**config.mk**
```make
export PLATFORM = sky130hd
export DESIGN_NAME = asmb_bank
export DESIGN_NICKNAME = d
export VERILOG_FILES = /design/src/core/asmb_pkg.sv /design/src/core/asmb_bank.sv
export SDC_FILE = /design/constraint.sdc
export NUM_CORES = 1
export LEC_CHECK = 0
export BUFFER_PORTS_ARGS = -buffer_cell sky130_fd_sc_hd__clkbuf_2
export CORE_ASPECT_RATIO = 0.5
export CORE_MARGIN = 2
export CORE_UTILIZATION = 46
export CTS_BUF_LIST = sky130_fd_sc_hd__clkbuf_16
export DETAILED_ROUTE_END_ITERATION = 10
export GPL_ROUTABILITY_DRIVEN = 0
export PLACE_DENSITY = 0.8
export SETUP_SLACK_MARGIN = 0.1
export SYNTH_ARGS = -nofsm -noshare
export SYNTH_HDL_FRONTEND = slang
export SYNTH_SLANG_ARGS = --single-unit
```
**constraint.sdc**
```tcl
create_clock -name clk -period 1.48 [get_ports clk]
set_input_delay 0.296 -clock clk [delete_from_list [all_inputs] [get_ports clk]]
set_output_delay 0.296 -clock clk [all_outputs]
set_load 0.005 [all_outputs]
```
**src/core/asmb_pkg.sv**
```systemverilog
// shared constants for the alert source mask bank
package asmb_pkg;
    localparam int CAT_COUNT = 5;
    localparam logic [7:0] CMD_ALERT_MASK = 8'h1b;
    localparam logic [7:0] PHASE_ALL = 8'hff;
    localparam logic [7:0] CAT_OUT_VOLTAGE = 8'h7a;
    localparam logic [7:0] CAT_OUT_CURRENT = 8'h7b;
    localparam logic [7:0] CAT_INPUT = 8'h7c;
    localparam logic [7:0] CAT_TEMPERATURE = 8'h7d;
    localparam logic [7:0] CAT_COMMUNICATION = 8'h7e;
    // bank slots, in category order
    localparam int IDX_OUT_VOLTAGE = 0;
    localparam int IDX_OUT_CURRENT = 1;
    localparam int IDX_INPUT = 2;
    localparam int IDX_TEMPERATURE = 3;
    localparam int IDX_COMMUNICATION = 4;
    // writable positions of each mask byte
    localparam logic [7:0] WR_OUT_VOLTAGE = 8'hfc;
    localparam logic [7:0] WR_OUT_CURRENT = 8'hb0;
    localparam logic [7:0] WR_INPUT = 8'h08;
    localparam logic [7:0] WR_TEMPERATURE = 8'hc0;
    localparam logic [7:0] WR_COMMUNICATION = 8'hf2;
    localparam logic [7:0] WR_TABLE [CAT_COUNT] = '{WR_OUT_VOLTAGE, WR_OUT_CURRENT,
        WR_INPUT, WR_TEMPERATURE, WR_COMMUNICATION};
    // until the image is loaded every source is masked
    localparam logic [7:0] RESET_MASK_BYTE = 8'hff;
    localparam logic [7:0] READ_ZERO = 8'h00;
endpackage

```
**src/core/asmb_bank.sv**
```systemverilog
// alert source mask bank: mask bytes, access decode and alert drive
`timescale 1ns/100ps

// Operation
// - writable mask bit zero lets its condition assert alert; one blocks it.
// - output-current mask selected by category byte 7Bh under command 1Bh.
// - input mask selected by category byte 7Ch under command 1Bh.
// - temperature mask selected by category byte 7Dh under command 1Bh.
// - communication mask selected by category byte 7Eh under command 1Bh.
// - output-voltage mask: bits 7:2 writable, bits 1:0 read zero.
// - output-current mask: bits 7,5,4 writable, others read zero.
// - input mask: only bit 3 writable, others read zero.
// - communication mask: bits 7,6,5,4,1 writable, others read zero.
// - masks load from nonvolatile image, back up on change, apply at once.
// - read: category byte written, one mask byte returned.
// - write word: low byte names category, high byte is new mask.
// - output-voltage mask selected by category byte 7Ah under command 1Bh.
// - masking never stops status bits being set; only gates the alert.
module asmb_bank (
    input wire logic clk,
    input wire logic rst_n,
    input wire logic nvm_load,
    input wire logic [39:0] nvm_mask_image,
    input wire logic req_valid,
    input wire logic req_write,
    input wire logic [7:0] req_command,
    input wire logic [7:0] req_phase,
    input wire logic [7:0] req_category,
    input wire logic [7:0] req_mask,
    input wire logic [39:0] status_flags,
    input wire logic alert_line_in,
    output logic rsp_valid_ff,
    output logic [7:0] rsp_data_ff,
    output logic access_error_ff,
    output logic [39:0] backup_image_ff,
    output logic backup_store_ff,
    output logic alert_line_out_ff,
    output logic alert_line_oe_ff
);
    // ==========================================================
    // access decode
    localparam int N = asmb_pkg::CAT_COUNT;

    // the flat image and status ports hold one mask byte per category slot
    if (N * $bits(mask_ff[0]) != $bits(nvm_mask_image)) begin : g_bad_width
        $error("category count does not match image width");
    end

    logic [7:0] mask_ff [N];
    logic [7:0] nxt_mask [N];
    logic nxt_rsp_valid;
    logic [7:0] nxt_rsp_data;
    logic nxt_access_error;
    logic nxt_backup_store;
    logic nxt_alert_out;
    logic nxt_alert_oe;
    logic [39:0] nxt_backup_image;
    logic hit;
    logic cat_ok;
    int unsigned cat_idx;
    logic [7:0] live [N];

    always_comb begin
        cat_ok = 1'b1;
        cat_idx = 0;
        case (req_category)
            asmb_pkg::CAT_OUT_VOLTAGE: cat_idx = asmb_pkg::IDX_OUT_VOLTAGE;
            asmb_pkg::CAT_OUT_CURRENT: cat_idx = asmb_pkg::IDX_OUT_CURRENT;
            asmb_pkg::CAT_INPUT: cat_idx = asmb_pkg::IDX_INPUT;
            asmb_pkg::CAT_TEMPERATURE: cat_idx = asmb_pkg::IDX_TEMPERATURE;
            asmb_pkg::CAT_COMMUNICATION: cat_idx = asmb_pkg::IDX_COMMUNICATION;
            default: cat_ok = 1'b0;
        endcase
    end

    // only the all-phases selector is served; anything else is refused and flagged
    assign hit = req_valid && (req_command == asmb_pkg::CMD_ALERT_MASK);

    // ==========================================================
    // mask bank
    always_comb begin
        for (int i = 0; i < N; i++) begin
            nxt_mask[i] = mask_ff[i];
            if (nvm_load) begin
                // unsupported positions never store a one
                nxt_mask[i] = nvm_mask_image[i*8 +: 8] & asmb_pkg::WR_TABLE[i];
            end
        end
        nxt_rsp_valid = 1'b0;
        nxt_rsp_data = asmb_pkg::READ_ZERO;
        nxt_access_error = 1'b0;
        nxt_backup_store = 1'b0;
        if (hit && !nvm_load) begin
            if (!cat_ok || req_phase != asmb_pkg::PHASE_ALL) begin
                nxt_access_error = 1'b1;
                nxt_rsp_valid = !req_write;
            end else if (req_write) begin
                // new value takes effect on the very next edge
                nxt_mask[cat_idx] = req_mask & asmb_pkg::WR_TABLE[cat_idx];
                nxt_backup_store = 1'b1;
            end else begin
                nxt_rsp_valid = 1'b1;
                nxt_rsp_data = mask_ff[cat_idx];
            end
        end
        for (int i = 0; i < N; i++) begin
            nxt_backup_image[i*8 +: 8] = nxt_mask[i];
        end
    end

    always_ff @(posedge clk or negedge rst_n) begin
        if (!rst_n) begin
            for (int i = 0; i < N; i++) begin
                mask_ff[i] <= asmb_pkg::RESET_MASK_BYTE & asmb_pkg::WR_TABLE[i];
            end
            rsp_valid_ff <= 1'b0;
            rsp_data_ff <= asmb_pkg::READ_ZERO;
            access_error_ff <= 1'b0;
            backup_store_ff <= 1'b0;
            backup_image_ff <= '0;
        end else begin
            mask_ff <= nxt_mask;
            rsp_valid_ff <= nxt_rsp_valid;
            rsp_data_ff <= nxt_rsp_data;
            access_error_ff <= nxt_access_error;
            backup_store_ff <= nxt_backup_store;
            backup_image_ff <= nxt_backup_image;
        end
    end

    // ==========================================================
    // alert drive
    // status flags are only read here, never altered, so a mask cannot hide them
    always_comb begin
        nxt_alert_oe = 1'b0;
        for (int i = 0; i < N; i++) begin
            // a zero mask bit passes its condition; unsupported bits act as masked
            live[i] = status_flags[i*8 +: 8] & ~mask_ff[i] & asmb_pkg::WR_TABLE[i];
            nxt_alert_oe = nxt_alert_oe | (|live[i]);
        end
        nxt_alert_out = 1'b0;
    end

    always_ff @(posedge clk or negedge rst_n) begin
        if (!rst_n) begin
            alert_line_out_ff <= 1'b0;
            alert_line_oe_ff <= 1'b0;
        end else begin
            alert_line_out_ff <= nxt_alert_out;
            alert_line_oe_ff <= nxt_alert_oe;
        end
    end

    // ==========================================================
    // checks
    // flat copy of the bank so that whole-bank stability can be asserted
    logic [39:0] unsup_bits;
    logic [39:0] bank_flat;
    always_comb begin
        for (int i = 0; i < N; i++) begin
            unsup_bits[i*8 +: 8] = mask_ff[i] & ~asmb_pkg::WR_TABLE[i];
            bank_flat[i*8 +: 8] = mask_ff[i];
        end
    end

    a_unsup_read_zero: assert property (@(posedge clk) disable iff (!rst_n)
        unsup_bits == '0) else $error("unsupported mask bit holds a one");

    a_write_takes_effect: assert property (@(posedge clk) disable iff (!rst_n)
        hit && !nvm_load && req_write && cat_ok && req_phase == asmb_pkg::PHASE_ALL
        |=> mask_ff[$past(cat_idx)] == ($past(req_mask) & asmb_pkg::WR_TABLE[$past(cat_idx)])
        && backup_store_ff) else $error("mask write not applied");

    a_current_slot: assert property (@(posedge clk) disable iff (!rst_n)
        hit && !nvm_load && req_write && req_category == asmb_pkg::CAT_OUT_CURRENT
        && req_phase == asmb_pkg::PHASE_ALL
        |=> mask_ff[asmb_pkg::IDX_OUT_CURRENT] == ($past(req_mask) & asmb_pkg::WR_OUT_CURRENT))
        else $error("output current category misrouted");

    a_read_returns_mask: assert property (@(posedge clk) disable iff (!rst_n)
        hit && !nvm_load && !req_write && cat_ok && req_phase == asmb_pkg::PHASE_ALL
        |=> rsp_valid_ff && rsp_data_ff == $past(mask_ff[cat_idx]))
        else $error("read answer wrong");

    a_phase_refused: assert property (@(posedge clk) disable iff (!rst_n)
        hit && !nvm_load && req_phase != asmb_pkg::PHASE_ALL
        |=> access_error_ff && !backup_store_ff && $stable(backup_image_ff))
        else $error("non all-phase access not refused");

    a_nvm_load_image: assert property (@(posedge clk) disable iff (!rst_n)
        nvm_load |=> mask_ff[asmb_pkg::IDX_INPUT] ==
        ($past(nvm_mask_image[15:8]) & asmb_pkg::WR_INPUT)) else $error("nvm load lost");

    a_alert_unmasked: assert property (@(posedge clk) disable iff (!rst_n)
        (status_flags[7:0] & ~mask_ff[asmb_pkg::IDX_OUT_VOLTAGE] & asmb_pkg::WR_OUT_VOLTAGE) != '0
        |=> alert_line_oe_ff && !alert_line_out_ff) else $error("alert not asserted");

    a_alert_masked: assert property (@(posedge clk) disable iff (!rst_n)
        (live[0] | live[1] | live[2] | live[3] | live[4]) == '0 |=> !alert_line_oe_ff)
        else $error("masked source drove alert");

    a_backup_follows: assert property (@(posedge clk) disable iff (!rst_n)
        backup_store_ff |-> backup_image_ff[39:32] == mask_ff[asmb_pkg::IDX_COMMUNICATION])
        else $error("backup image stale");

    // every category byte must land in its own slot and nowhere else
    a_input_slot: assert property (@(posedge clk) disable iff (!rst_n)
        hit && !nvm_load && req_write && req_category == asmb_pkg::CAT_INPUT
        && req_phase == asmb_pkg::PHASE_ALL
        |=> mask_ff[asmb_pkg::IDX_INPUT] == ($past(req_mask) & asmb_pkg::WR_INPUT))
        else $error("input category misrouted");

    a_temp_slot: assert property (@(posedge clk) disable iff (!rst_n)
        hit && !nvm_load && req_write && req_category == asmb_pkg::CAT_TEMPERATURE
        && req_phase == asmb_pkg::PHASE_ALL
        |=> mask_ff[asmb_pkg::IDX_TEMPERATURE] == ($past(req_mask) & asmb_pkg::WR_TEMPERATURE))
        else $error("temperature category misrouted");

    a_comm_slot: assert property (@(posedge clk) disable iff (!rst_n)
        hit && !nvm_load && req_write && req_category == asmb_pkg::CAT_COMMUNICATION
        && req_phase == asmb_pkg::PHASE_ALL
        |=> mask_ff[asmb_pkg::IDX_COMMUNICATION] == ($past(req_mask) & asmb_pkg::WR_COMMUNICATION))
        else $error("communication category misrouted");

    a_voltage_slot: assert property (@(posedge clk) disable iff (!rst_n)
        hit && !nvm_load && req_write && req_category == asmb_pkg::CAT_OUT_VOLTAGE
        && req_phase == asmb_pkg::PHASE_ALL
        |=> mask_ff[asmb_pkg::IDX_OUT_VOLTAGE] == ($past(req_mask) & asmb_pkg::WR_OUT_VOLTAGE))
        else $error("output voltage category misrouted");

    a_current_zero_bits: assert property (@(posedge clk) disable iff (!rst_n)
        (mask_ff[asmb_pkg::IDX_OUT_CURRENT] & ~asmb_pkg::WR_OUT_CURRENT) == 8'h00)
        else $error("current mask holds unsupported one");

    a_input_zero_bits: assert property (@(posedge clk) disable iff (!rst_n)
        (mask_ff[asmb_pkg::IDX_INPUT] & ~asmb_pkg::WR_INPUT) == 8'h00)
        else $error("input mask holds unsupported one");

    a_temp_zero_bits: assert property (@(posedge clk) disable iff (!rst_n)
        (mask_ff[asmb_pkg::IDX_TEMPERATURE] & ~asmb_pkg::WR_TEMPERATURE) == 8'h00)
        else $error("temperature mask holds unsupported one");

    a_comm_zero_bits: assert property (@(posedge clk) disable iff (!rst_n)
        (mask_ff[asmb_pkg::IDX_COMMUNICATION] & ~asmb_pkg::WR_COMMUNICATION) == 8'h00)
        else $error("communication mask holds unsupported one");

    a_refused_bank_kept: assert property (@(posedge clk) disable iff (!rst_n)
        hit && !nvm_load && (!cat_ok || req_phase != asmb_pkg::PHASE_ALL)
        |=> $stable(bank_flat) && !backup_store_ff)
        else $error("refused access changed the bank");

    a_error_source: assert property (@(posedge clk) disable iff (!rst_n)
        access_error_ff
        |-> $past(hit && !nvm_load && (!cat_ok || req_phase != asmb_pkg::PHASE_ALL)))
        else $error("error pulse without refused access");

    // a load wins over a request in the same cycle; the request is dropped with no answer, error or store
    a_load_beats_request: assert property (@(posedge clk) disable iff (!rst_n)
        nvm_load && req_valid
        |=> !rsp_valid_ff && !backup_store_ff && !access_error_ff)
        else $error("request served during load");

    a_store_source: assert property (@(posedge clk) disable iff (!rst_n)
        backup_store_ff
        |-> $past(hit && !nvm_load && req_write && cat_ok && req_phase == asmb_pkg::PHASE_ALL))
        else $error("store pulse without write");

    a_comm_alert: assert property (@(posedge clk) disable iff (!rst_n)
        live[asmb_pkg::IDX_COMMUNICATION] != 8'h00 |=> alert_line_oe_ff)
        else $error("communication source did not alert");

    // open drain: the pad may only ever pull low
    a_alert_out_low: assert property (@(posedge clk) disable iff (!rst_n)
        alert_line_out_ff == 1'b0) else $error("alert pad driven high");

    a_wire_follows: assert property (@(posedge clk) disable iff (!rst_n)
        alert_line_oe_ff |-> !alert_line_in) else $error("alert wire not low");

    a_rsp_source: assert property (@(posedge clk) disable iff (!rst_n)
        rsp_valid_ff |-> $past(hit && !nvm_load && !req_write))
        else $error("answer without read");

    a_idle_data_zero: assert property (@(posedge clk) disable iff (!rst_n)
        !rsp_valid_ff |-> rsp_data_ff == asmb_pkg::READ_ZERO)
        else $error("read data not zero when idle");

    a_read_no_store: assert property (@(posedge clk) disable iff (!rst_n)
        hit && !nvm_load && !req_write |=> !backup_store_ff && $stable(bank_flat))
        else $error("read changed the bank");

    a_write_no_answer: assert property (@(posedge clk) disable iff (!rst_n)
        hit && !nvm_load && req_write |=> !rsp_valid_ff)
        else $error("write produced a read answer");

    // other command codes belong to other blocks and must leave this one untouched
    a_foreign_command: assert property (@(posedge clk) disable iff (!rst_n)
        req_valid && req_command != asmb_pkg::CMD_ALERT_MASK && !nvm_load
        |=> !rsp_valid_ff && !access_error_ff && !backup_store_ff && $stable(bank_flat))
        else $error("foreign command touched the bank");

endmodule

```
## After elaboration in Yosys (flattened, before gate mapping)

Memories as Yosys holds them, arrays and structs flattened.
Cells that the tools add are included.

- ROM bits: 64
- Word-level logic and storage cells: 78
- Memories kept: 1
- Flip-flop bits (word level): 92

Memory list:

| name | words | width | rd ports | clocked after Yosys merged registers in | write ports | line | text |
|---|---|---|---|---|---|---|---|
| (no name shown) | 8 | 8 | 1 | 0 | 0 | asmb_bank.sv:99 | `nxt_mask[cat_idx] = req_mask & asmb_pkg::WR_TABLE[cat_idx];` |

- Reduce and logical (&&, ||, !) cells: 12
- Eq/ne operators: 7
- Bitwise operators: 16
- Muxes and demuxes: 29
- Order comparisons: 2

Operators by type and width:

| kind | count |
|---|---|
| two-way mux 40 bit | 3 |
| two-way mux 8 bit | 13 |
| AND 8 bit | 5 |
| bitwise mux 40 bit | 1 |
| equality test 8 x 7 -> 1 bit, second input constant | 5 |
| >= comparator 33 x 4 -> 1 bit, second input constant | 1 |
| less-than comparator 33 x 1 -> 1 bit, second input constant | 1 |
| NOT 32 -> 33 bit | 1 |
| NOT 8 bit | 4 |
| binary-select mux 8 bit (select 3 bit) | 1 |
| demux 8 bit (select 3 bit) | 1 |
| one-hot mux 3 bit (4 select lines) | 1 |
| OR reduction 5 bit | 2 |
| two-way mux 1 bit | 9 |
| equality test 8 x 5 -> 1 bit, second input constant | 1 |
| != test 8 bit, second input constant | 1 |
| OR reduction 6 bit | 1 |
| AND 4 bit | 1 |
| NOT 4 bit | 1 |
| bitwise OR 1 bit | 4 |
| logical AND 1 bit | 3 |
| logical NOT 1 bit | 3 |
| OR reduction 3 bit | 1 |
| OR reduction 2 bit | 1 |
| logical OR 1 bit | 1 |

## Logic depth before layout (Yosys ltp)

Gate-level depths: netlist (run 1).

- Word-level depth: 11
- Gate-level depth with buffers: 8
- Gate-level depth less buffers: 7

## Worst setup path after synthesis (run 1)

Ideal clock, no wire load.

- Path type: input to register
- From: input port req_command[7]
- To: register backup_image_ff[4]
- Cell stages on the path: 6
- Setup time: 127 ps
- Arrival time: 2349 ps
- Buffers on the path: 2
- Slack: -996 ps
- Required time: 1353 ps
- Path through: or4b_4 -> or4_1 -> buf_4 -> or4b_1 -> buf_6 -> mux2_4

RTL lines:

| element | line | text |
|---|---|---|
| start: declaration | asmb_bank.sv:26 | `input wire logic [7:0] req_command,` |
| end signal: assignment | asmb_bank.sv:127 | `backup_image_ff <= nxt_backup_image;` |
| end: declaration | asmb_bank.sv:35 | `output logic [39:0] backup_image_ff,` |

==> results of run 1 <==
[worst min-delay path, cell delays in order]
cell and delay (ns):
clkbuf_2 0.08, a222oi_1 0.06, nand3_1 0.08
[final timing paths]
| check | start | to | slack (ns) | cells after the start |
|---|---|---|---|---|
| max | req_command[7] | backup_image_ff[3] | -0.58 | 6 |
| min | status_flags[7] | alert_line_oe_ff | 0.22 | 3 |
| max reg2reg | bank_flat[36] | alert_line_oe_ff | 0.09 | 5 |
| min reg2reg | bank_flat[26] | bank_flat[26] | 0.56 | 2 |
| max in group asynchronous | rst_n | bank_flat[37] | 0.64 | 3 |
| min in group asynchronous | rst_n | backup_image_ff[31] | 0.50 | 3 |
[area by class of cell]
class | count | area [um^2]
clock inverters | 7 | 88.8
clock buffers | 9 | 225
multi-input cells | 175 | 1560
flip-flops and latches | 69 | 1750
fillers | 544 | 2500
repair buffers | 169 | 1010
inverters | 19 | 71.3
well taps | 96 | 120
[cell usage after synthesis, types with 6 or more instances]
library cell  instances  area, um^2
dfrtp_1              52        1300
mux2i_1              45         450
buf_4                25         188
inv_1                19        71.3
dfstp_2              17         447
clkbuf_1             15        56.3
nor3b_1              12        90.1
nand2b_1             10        62.6
o21ai_0              10        50.1
and3_1                9        56.3
a221oi_1              8        70.1
nand3_1               8        40.0
a21boi_0              7        52.6
nand2_1               7        26.3
mux2_2                6        67.6
[layout by cell type, fill, tap and decap left out, drive strengths merged, types with 2 or more instances in the layout]
master / netlist / routed
and4b: 2 / 2
nor2: 3 / 3
o22ai: 5 / 5
a221oi: 8 / 8
nand3: 8 / 8
mux2: 8 / 8
and3: 9 / 9
dfstp: 17 / 17
a21oi: 5 / 5
nand2b: 10 / 10
dfrtp: 52 / 52
and3b: 5 / 5
nand4: 2 / 2
nand4b: 2 / 2
nor4: 7 / 7
clkbuf: 15 / 129
inv: 19 / 23
a21boi: 7 / 7
ha: 2 / 2
nand2: 7 / 7
and2: 2 / 2
or4b: 2 / 2
or4: 2 / 2
buf: 26 / 48
o21ai: 10 / 10
or3: 3 / 3
nor3: 2 / 2
mux2i: 45 / 45
nor3b: 12 / 12
[cell families (layout without fill, tap and decap cells)]
kind of cell,after synthesis,after routing,share of synthesized area (%)
mux,53,53,15.8
other cells,1,1,0.108
buf+inv,60,204,9.40
xor+xnor,1,1,0.252
simple gates,79,79,15.8
compound gates,39,39,7.60
flops,69,69,50.3
fa+ha+maj,2,2,0.720
[per-layer routing]
| metal | vias up | global-route usage [%] |
|---|---|---|
| met4 | 0 | 8.79 |
| li1 | 1347 | - |
| met2 | 112 | 37.5 |
| met3 | 21 | 6.76 |
| met5 | - | 0 |
| met1 | 1450 | 28.9 |
[power breakdown]
part           switching, W  internal [W]
registers         0.0000637       0.00202
logic              0.000263      0.000266
clock network      0.000881       0.00135
[registers in the layout (all words and copies together) (netlist names)]
name and flops:
rsp_data_ff 8, access_error_ff 1, bank_flat 39, alert_line_oe_ff 1, rsp_valid_ff 1, backup_store_ff 1, backup_image_ff 18
[per-stage QoR]
stage                     util [%]  TNS (ns)
after floorplan                  -    -42.97
after global placement        58.9    -51.82
after detailed placement      58.9    -53.40
after CTS                     64.6    -26.61
after global routing          65.9    -30.70
final                         65.9    -27.78
[what timing repair did]
action,CTS,global route
endpoints found under the hold margin,44,0
hold buffers,1,0
buffers inserted,2,1
endpoints found under the setup margin,66,65
resized for setup,17,16
pin swaps,6,2
==> impl_metrics.prom, run 1 <==
# TYPE chip_impl_metric gauge
chip_impl_metric{name="setup_viol",unit=""} 60
chip_impl_metric{name="hold_violations",unit=""} 0
chip_impl_info{name="worstSetupEndpointType",value="register"} 1
chip_impl_metric{name="initial_core_util",unit="%"} 47.4
chip_impl_metric{name="buffer_ports.inserted",unit=""} 121
chip_impl_info{name="yosys_most_used_dff",value="dfrtp_1"} 1
chip_impl_metric{name="dp_hpwl",unit="mm"} 6.55
chip_impl_info{name="worstPathCellList",value="clkbuf_2 -> or4b_4 -> or4_4 -> or4b_4 -> buf_6 -> mux2i_2"} 1
chip_impl_metric{name="initial_antenna_violation_count",unit=""} 0
chip_impl_metric{name="syn_area_per_cell",unit="um^2"} 11.4
chip_impl_metric{name="place_worst_setup_slack",unit="ns"} -1.06
chip_impl_metric{name="totalPowerFinal",unit="W"} 0.00484
chip_impl_info{name="crit_path_top_delay_cell",value="or4b_4"} 1
chip_impl_metric{name="tritoncts.num_buffers",unit=""} 9
chip_impl_info{name="critPathTopFamily",value="simple AND/OR/NAND/NOR gates"} 1
chip_impl_metric{name="clk-insertion-delay-late",unit="ns"} 0.34
chip_impl_metric{name="report.final.slew_viol_count",unit=""} 0
chip_impl_metric{name="share_of_cells_above_drive_strength_1",unit="%"} 53.1
chip_impl_metric{name="placedInstanceArea",unit="um^2"} 4310
chip_impl_metric{name="required",unit="ns"} 1.73
chip_impl_metric{name="synthCells",unit=""} 304
chip_impl_metric{name="skew",unit="ns"} 0.00601
chip_impl_metric{name="pwrdens",unit="nW/um^2"} 1000
chip_impl_metric{name="worst-endpoint-arrival",unit="ns"} 2.30
chip_impl_info{name="rsz0062_at_grt",value="true"} 1
chip_impl_info{name="tritoncts",value="built"} 1
chip_impl_info{name="cell_repeated_most_along_the_worst_path",value="or4b_4"} 1
chip_impl_metric{name="grt_use_total",unit="%"} 22.8
chip_impl_metric{name="seq_total_area_yosys",unit="%"} 50.3
chip_impl_metric{name="clk_buf_depth",unit=""} 2
chip_impl_metric{name="synthesis.nets",unit=""} 424
chip_impl_metric{name="final.hold.worst_slack",unit="ns"} 0.220
chip_impl_metric{name="worst_path_largest_cell_delay",unit="ns"} 0.58
chip_impl_metric{name="cts-htree-levels",unit=""} 3
chip_impl_metric{name="postLayoutCellArea",unit="um^2"} 4820
chip_impl_metric{name="dp_cells",unit=""} 524
chip_impl_metric{name="number_of_primary_i_o_pins",unit=""} 171
chip_impl_metric{name="syn_area",unit="um^2"} 3470
chip_impl_metric{name="cp.buffers_inverters",unit=""} 2
chip_impl_metric{name="max_cap_viols",unit=""} 0
chip_impl_metric{name="clkSinkCount",unit=""} 69
chip_impl_info{name="setup.worst_path.start_class",value="input pin"} 1
chip_impl_info{name="topRoutingLayerUsed",value="met4"} 1
chip_impl_metric{name="final.min_clock_period",unit="ns"} 2.06
chip_impl_metric{name="vias_per_cell",unit=""} 5.39
chip_impl_info{name="root_buffer",value="clkbuf_16"} 1
chip_impl_metric{name="max_clock_freq",unit="GHz"} 0.486
chip_impl_metric{name="grt_first_pass_wirelength",unit="mm"} 14.4
chip_impl_metric{name="first_global_vias",unit=""} 2971
chip_impl_metric{name="wl_met3",unit="um"} 677
chip_impl_metric{name="postLayoutSetupSlackWorst",unit="ns"} -0.576
chip_impl_metric{name="worst_pin_slew",unit="ns"} 0.592
chip_impl_metric{name="ir_worst_vdd",unit="uV"} 589
chip_impl_metric{name="routedWlPerCell",unit="um"} 17.3
chip_impl_info{name="outcome",value="finished, violations left"} 1
chip_impl_metric{name="cts.reportedPaths.clkPinSlew",unit="ns"} 0.06
chip_impl_info{name="failed_checks",value="negative setup slack"} 1
chip_impl_metric{name="num_vias",unit=""} 2930
chip_impl_metric{name="detail_route.wirelength.met1",unit="mm"} 4.02
chip_impl_metric{name="die_area",unit="um^2"} 8300
chip_impl_metric{name="core-area",unit="um^2"} 7320
chip_impl_metric{name="synth.yosys.warnings",unit=""} 0
chip_impl_metric{name="crit_path_max_fanout",unit=""} 5
chip_impl_metric{name="detail_route.drc_violations",unit=""} 0
chip_impl_info{name="hold_class",value="input pin to register"} 1
chip_impl_metric{name="synth.distinct_cells",unit=""} 41
chip_impl_metric{name="overflow_left_after_global_routing",unit=""} 0
chip_impl_metric{name="layout.cells.non_filler",unit=""} 544
chip_impl_metric{name="slew_headroom",unit="%"} 60.3
chip_impl_metric{name="pin_count_of_the_biggest_net_entering_global_routing",unit=""} 70
chip_impl_metric{name="ys_ff_latch",unit=""} 69
chip_impl_metric{name="ys_async_sr_fraction",unit="%"} 100
chip_impl_metric{name="drt-pass1-iter-count",unit=""} 4
chip_impl_metric{name="total_length_of_routed_met2_wires",unit="mm"} 4.51
chip_impl_metric{name="insertedDiodeCount",unit=""} 0
chip_impl_metric{name="number_of_enable_type_register_cells_in_the_synthesized_netlist",unit=""} 0
chip_impl_metric{name="ant_nets",unit=""} 0
chip_impl_metric{name="dieHeight",unit="um"} 65.4
chip_impl_metric{name="detail_route.wirelength",unit="mm"} 9.39
chip_impl_metric{name="leakage",unit="nW"} 2.55
chip_impl_metric{name="area_growth",unit="%"} 38.9
chip_impl_metric{name="period_share",unit="%"} 139
chip_impl_metric{name="floorplan.rows",unit=""} 22
chip_impl_metric{name="drt_first_iter_violations",unit=""} 139
chip_impl_info{name="path_class",value="input pin to register"} 1
chip_impl_metric{name="die_width",unit="um"} 127
chip_impl_metric{name="finalNetCount",unit=""} 563
No activity file was read; power rests on OpenSTA's default activity.
==> run 2: changes to the inputs <==
- PLACE_DENSITY: 0.8 -> 0.91
==> impl_metrics.prom, run 2 (same netlist as run 1, synthesis figures left out) <==
# TYPE chip_impl_metric gauge
chip_impl_metric{name="number_of_primary_i_o_pins",unit=""} 171
chip_impl_metric{name="area_growth",unit="%"} 39.3
chip_impl_metric{name="detail_route.wirelength",unit="mm"} 11.6
chip_impl_metric{name="floorplan.rows",unit=""} 22
chip_impl_metric{name="placedInstanceArea",unit="um^2"} 4310
chip_impl_metric{name="cts-htree-levels",unit=""} 3
chip_impl_info{name="setup.worst_path.start_class",value="input pin"} 1
chip_impl_metric{name="worst_pin_slew",unit="ns"} 0.513
chip_impl_info{name="root_buffer",value="clkbuf_16"} 1
chip_impl_metric{name="die_width",unit="um"} 127
chip_impl_metric{name="grt_use_total",unit="%"} 25.7
chip_impl_metric{name="period_share",unit="%"} 145
chip_impl_metric{name="worst-endpoint-arrival",unit="ns"} 2.36
chip_impl_metric{name="routedWlPerCell",unit="um"} 21.2
chip_impl_metric{name="post-route-util",unit="%"} 66.1
chip_impl_metric{name="drt-pass1-iter-count",unit=""} 5
chip_impl_metric{name="buffer_ports.inserted",unit=""} 121
chip_impl_metric{name="tritoncts.num_buffers",unit=""} 9
chip_impl_info{name="final_cell_mix",value="clkbuf_2, dfrtp_1, buf_4"} 1
chip_impl_metric{name="slew_headroom",unit="%"} 65.8
chip_impl_metric{name="max_clock_freq",unit="GHz"} 0.466
chip_impl_metric{name="die_area",unit="um^2"} 8300
chip_impl_metric{name="initial_antenna_violation_count",unit=""} 0
chip_impl_metric{name="vias_per_cell",unit=""} 5.96
chip_impl_metric{name="pin_count_of_the_biggest_net_entering_global_routing",unit=""} 70
chip_impl_metric{name="postLayoutSetupSlackWorst",unit="ns"} -0.668
chip_impl_metric{name="grt_first_pass_wirelength",unit="mm"} 16.1
chip_impl_metric{name="ant_nets",unit=""} 0
chip_impl_metric{name="num_vias",unit=""} 3270
chip_impl_info{name="path_class",value="input pin to register"} 1
chip_impl_metric{name="hold_violations",unit=""} 0
chip_impl_metric{name="share_of_cells_above_drive_strength_1",unit="%"} 53.2
chip_impl_metric{name="detail_route.drc_violations",unit=""} 0
chip_impl_info{name="rsz0062_at_grt",value="true"} 1
chip_impl_info{name="worstSetupEndpointType",value="register"} 1
chip_impl_metric{name="leakage",unit="nW"} 2.55
chip_impl_metric{name="required",unit="ns"} 1.69
chip_impl_info{name="tritoncts",value="built"} 1
chip_impl_metric{name="largest_register_ffs",unit=""} 39
chip_impl_metric{name="finalNetCount",unit=""} 568
chip_impl_metric{name="clkSinkCount",unit=""} 69
chip_impl_info{name="outcome",value="finished, violations left"} 1
chip_impl_metric{name="final.min_clock_period",unit="ns"} 2.15
chip_impl_metric{name="clk_buf_depth",unit=""} 2
chip_impl_metric{name="pwrdens",unit="nW/um^2"} 947
chip_impl_metric{name="first_global_vias",unit=""} 3163
chip_impl_metric{name="setup_viol",unit=""} 65
chip_impl_metric{name="drt_first_iter_violations",unit=""} 542
chip_impl_metric{name="dp_hpwl",unit="mm"} 7.07
chip_impl_metric{name="dieHeight",unit="um"} 65.4
chip_impl_metric{name="skew",unit="ns"} 0.00463
chip_impl_metric{name="cts.reportedPaths.clkPinSlew",unit="ns"} 0.05
chip_impl_metric{name="ir_worst_vdd",unit="uV"} 610
chip_impl_metric{name="core-area",unit="um^2"} 7320
chip_impl_metric{name="postLayoutCellArea",unit="um^2"} 4840
chip_impl_metric{name="insertedDiodeCount",unit=""} 0
chip_impl_metric{name="report.final.slew_viol_count",unit=""} 0
chip_impl_metric{name="filler_cell_count",unit=""} 486
chip_impl_metric{name="clk-insertion-delay-late",unit="ns"} 0.34
chip_impl_metric{name="initial_core_util",unit="%"} 47.4
chip_impl_metric{name="totalPowerFinal",unit="W"} 0.00458
chip_impl_metric{name="overflow_left_after_global_routing",unit=""} 0
chip_impl_metric{name="max_cap_viols",unit=""} 0
chip_impl_info{name="leading_cell_type_in_the_layout_fill_and_taps_excluded",value="clkbuf_2"} 1
chip_impl_info{name="failed_checks",value="negative setup slack"} 1
chip_impl_metric{name="final.setup.tns",unit="ns"} -30.79
chip_impl_info{name="hold_class",value="input pin to register"} 1
chip_impl_metric{name="crit_path_max_fanout",unit=""} 6
==> run 2: critical path, stage by stage <==
cell	delay (ns)
clkbuf_2	0.08
or4b_4	0.53
or4_4	0.44
or4b_4	0.53
buf_6	0.16
buf_6	0.13
mux2i_4	0.18
==> run 2: path summary, 6_finish.rpt <==
check                                    start                 end  slack (ns)  cells past startpoint
worst max-delay path            req_command[7]  backup_image_ff[2]       -0.67                      7
worst min-delay path               req_mask[5]       bank_flat[37]        0.24                      3
worst max register to register   bank_flat[33]      rsp_data_ff[1]        0.09                      3
worst min register to register   bank_flat[17]       bank_flat[17]        0.57                      1
max in group asynchronous                rst_n       bank_flat[37]        0.64                      3
min in group asynchronous                rst_n    alert_line_oe_ff        0.50                      3
==> run 2: what timing repair did <==
| item | CTS | global route |
|---|---|---|
| hold buffers | 1 | 0 |
| cloned | 0 | 0 |
| setup endpoints to repair | 66 | 66 |
| setup buffers | 3 | 6 |
| pin swaps | 8 | 5 |
| resized for setup | 15 | 21 |
| hold endpoints to repair | 29 | 0 |
==> run 2: power by group <==
group          total [W]  internal, W  switching (W)
combinational   0.000568     0.000277       0.000291
clock            0.00193      0.00112       0.000815
sequential       0.00208      0.00202      0.0000607
==> run 2: stage by stage <==
stage          hold slack, ns  instances  setup slack, ns
6_report                0.237        549           -0.668
5_1_grt                 0.224        549           -0.689
4_1_cts                 0.232        543           -0.634
3_5_place_dp            0.343        523            -1.00
3_3_place_gp            0.335        523           -0.980
2_1_floorplan        0.000409        304           -0.993
==> run 2: final cells by class <==
type / instances / area, um^2 / area share [%]
flip-flops and latches: 69 / 1750 / 36.1
clock buffers: 9 / 225 / 4.65
multi-input cells: 175 / 1570 / 32.4
well taps: 96 / 120 / 2.48
clock inverters: 7 / 42.5 / 0.879
inverters: 19 / 71.3 / 1.47
repair buffers: 174 / 1060 / 22.0
==> run 2: per-layer routing <==
| layer | global-route usage (%) | vias up | share of wire, % |
|---|---|---|---|
| met5 | 0 | - | 0 |
| met1 | 31.4 | 1557 | 39 |
| li1 | - | 1355 | - |
| met4 | 12.6 | 0 | 6.0 |
| met3 | 8.47 | 78 | 9.8 |
| met2 | 41.7 | 280 | 46 |
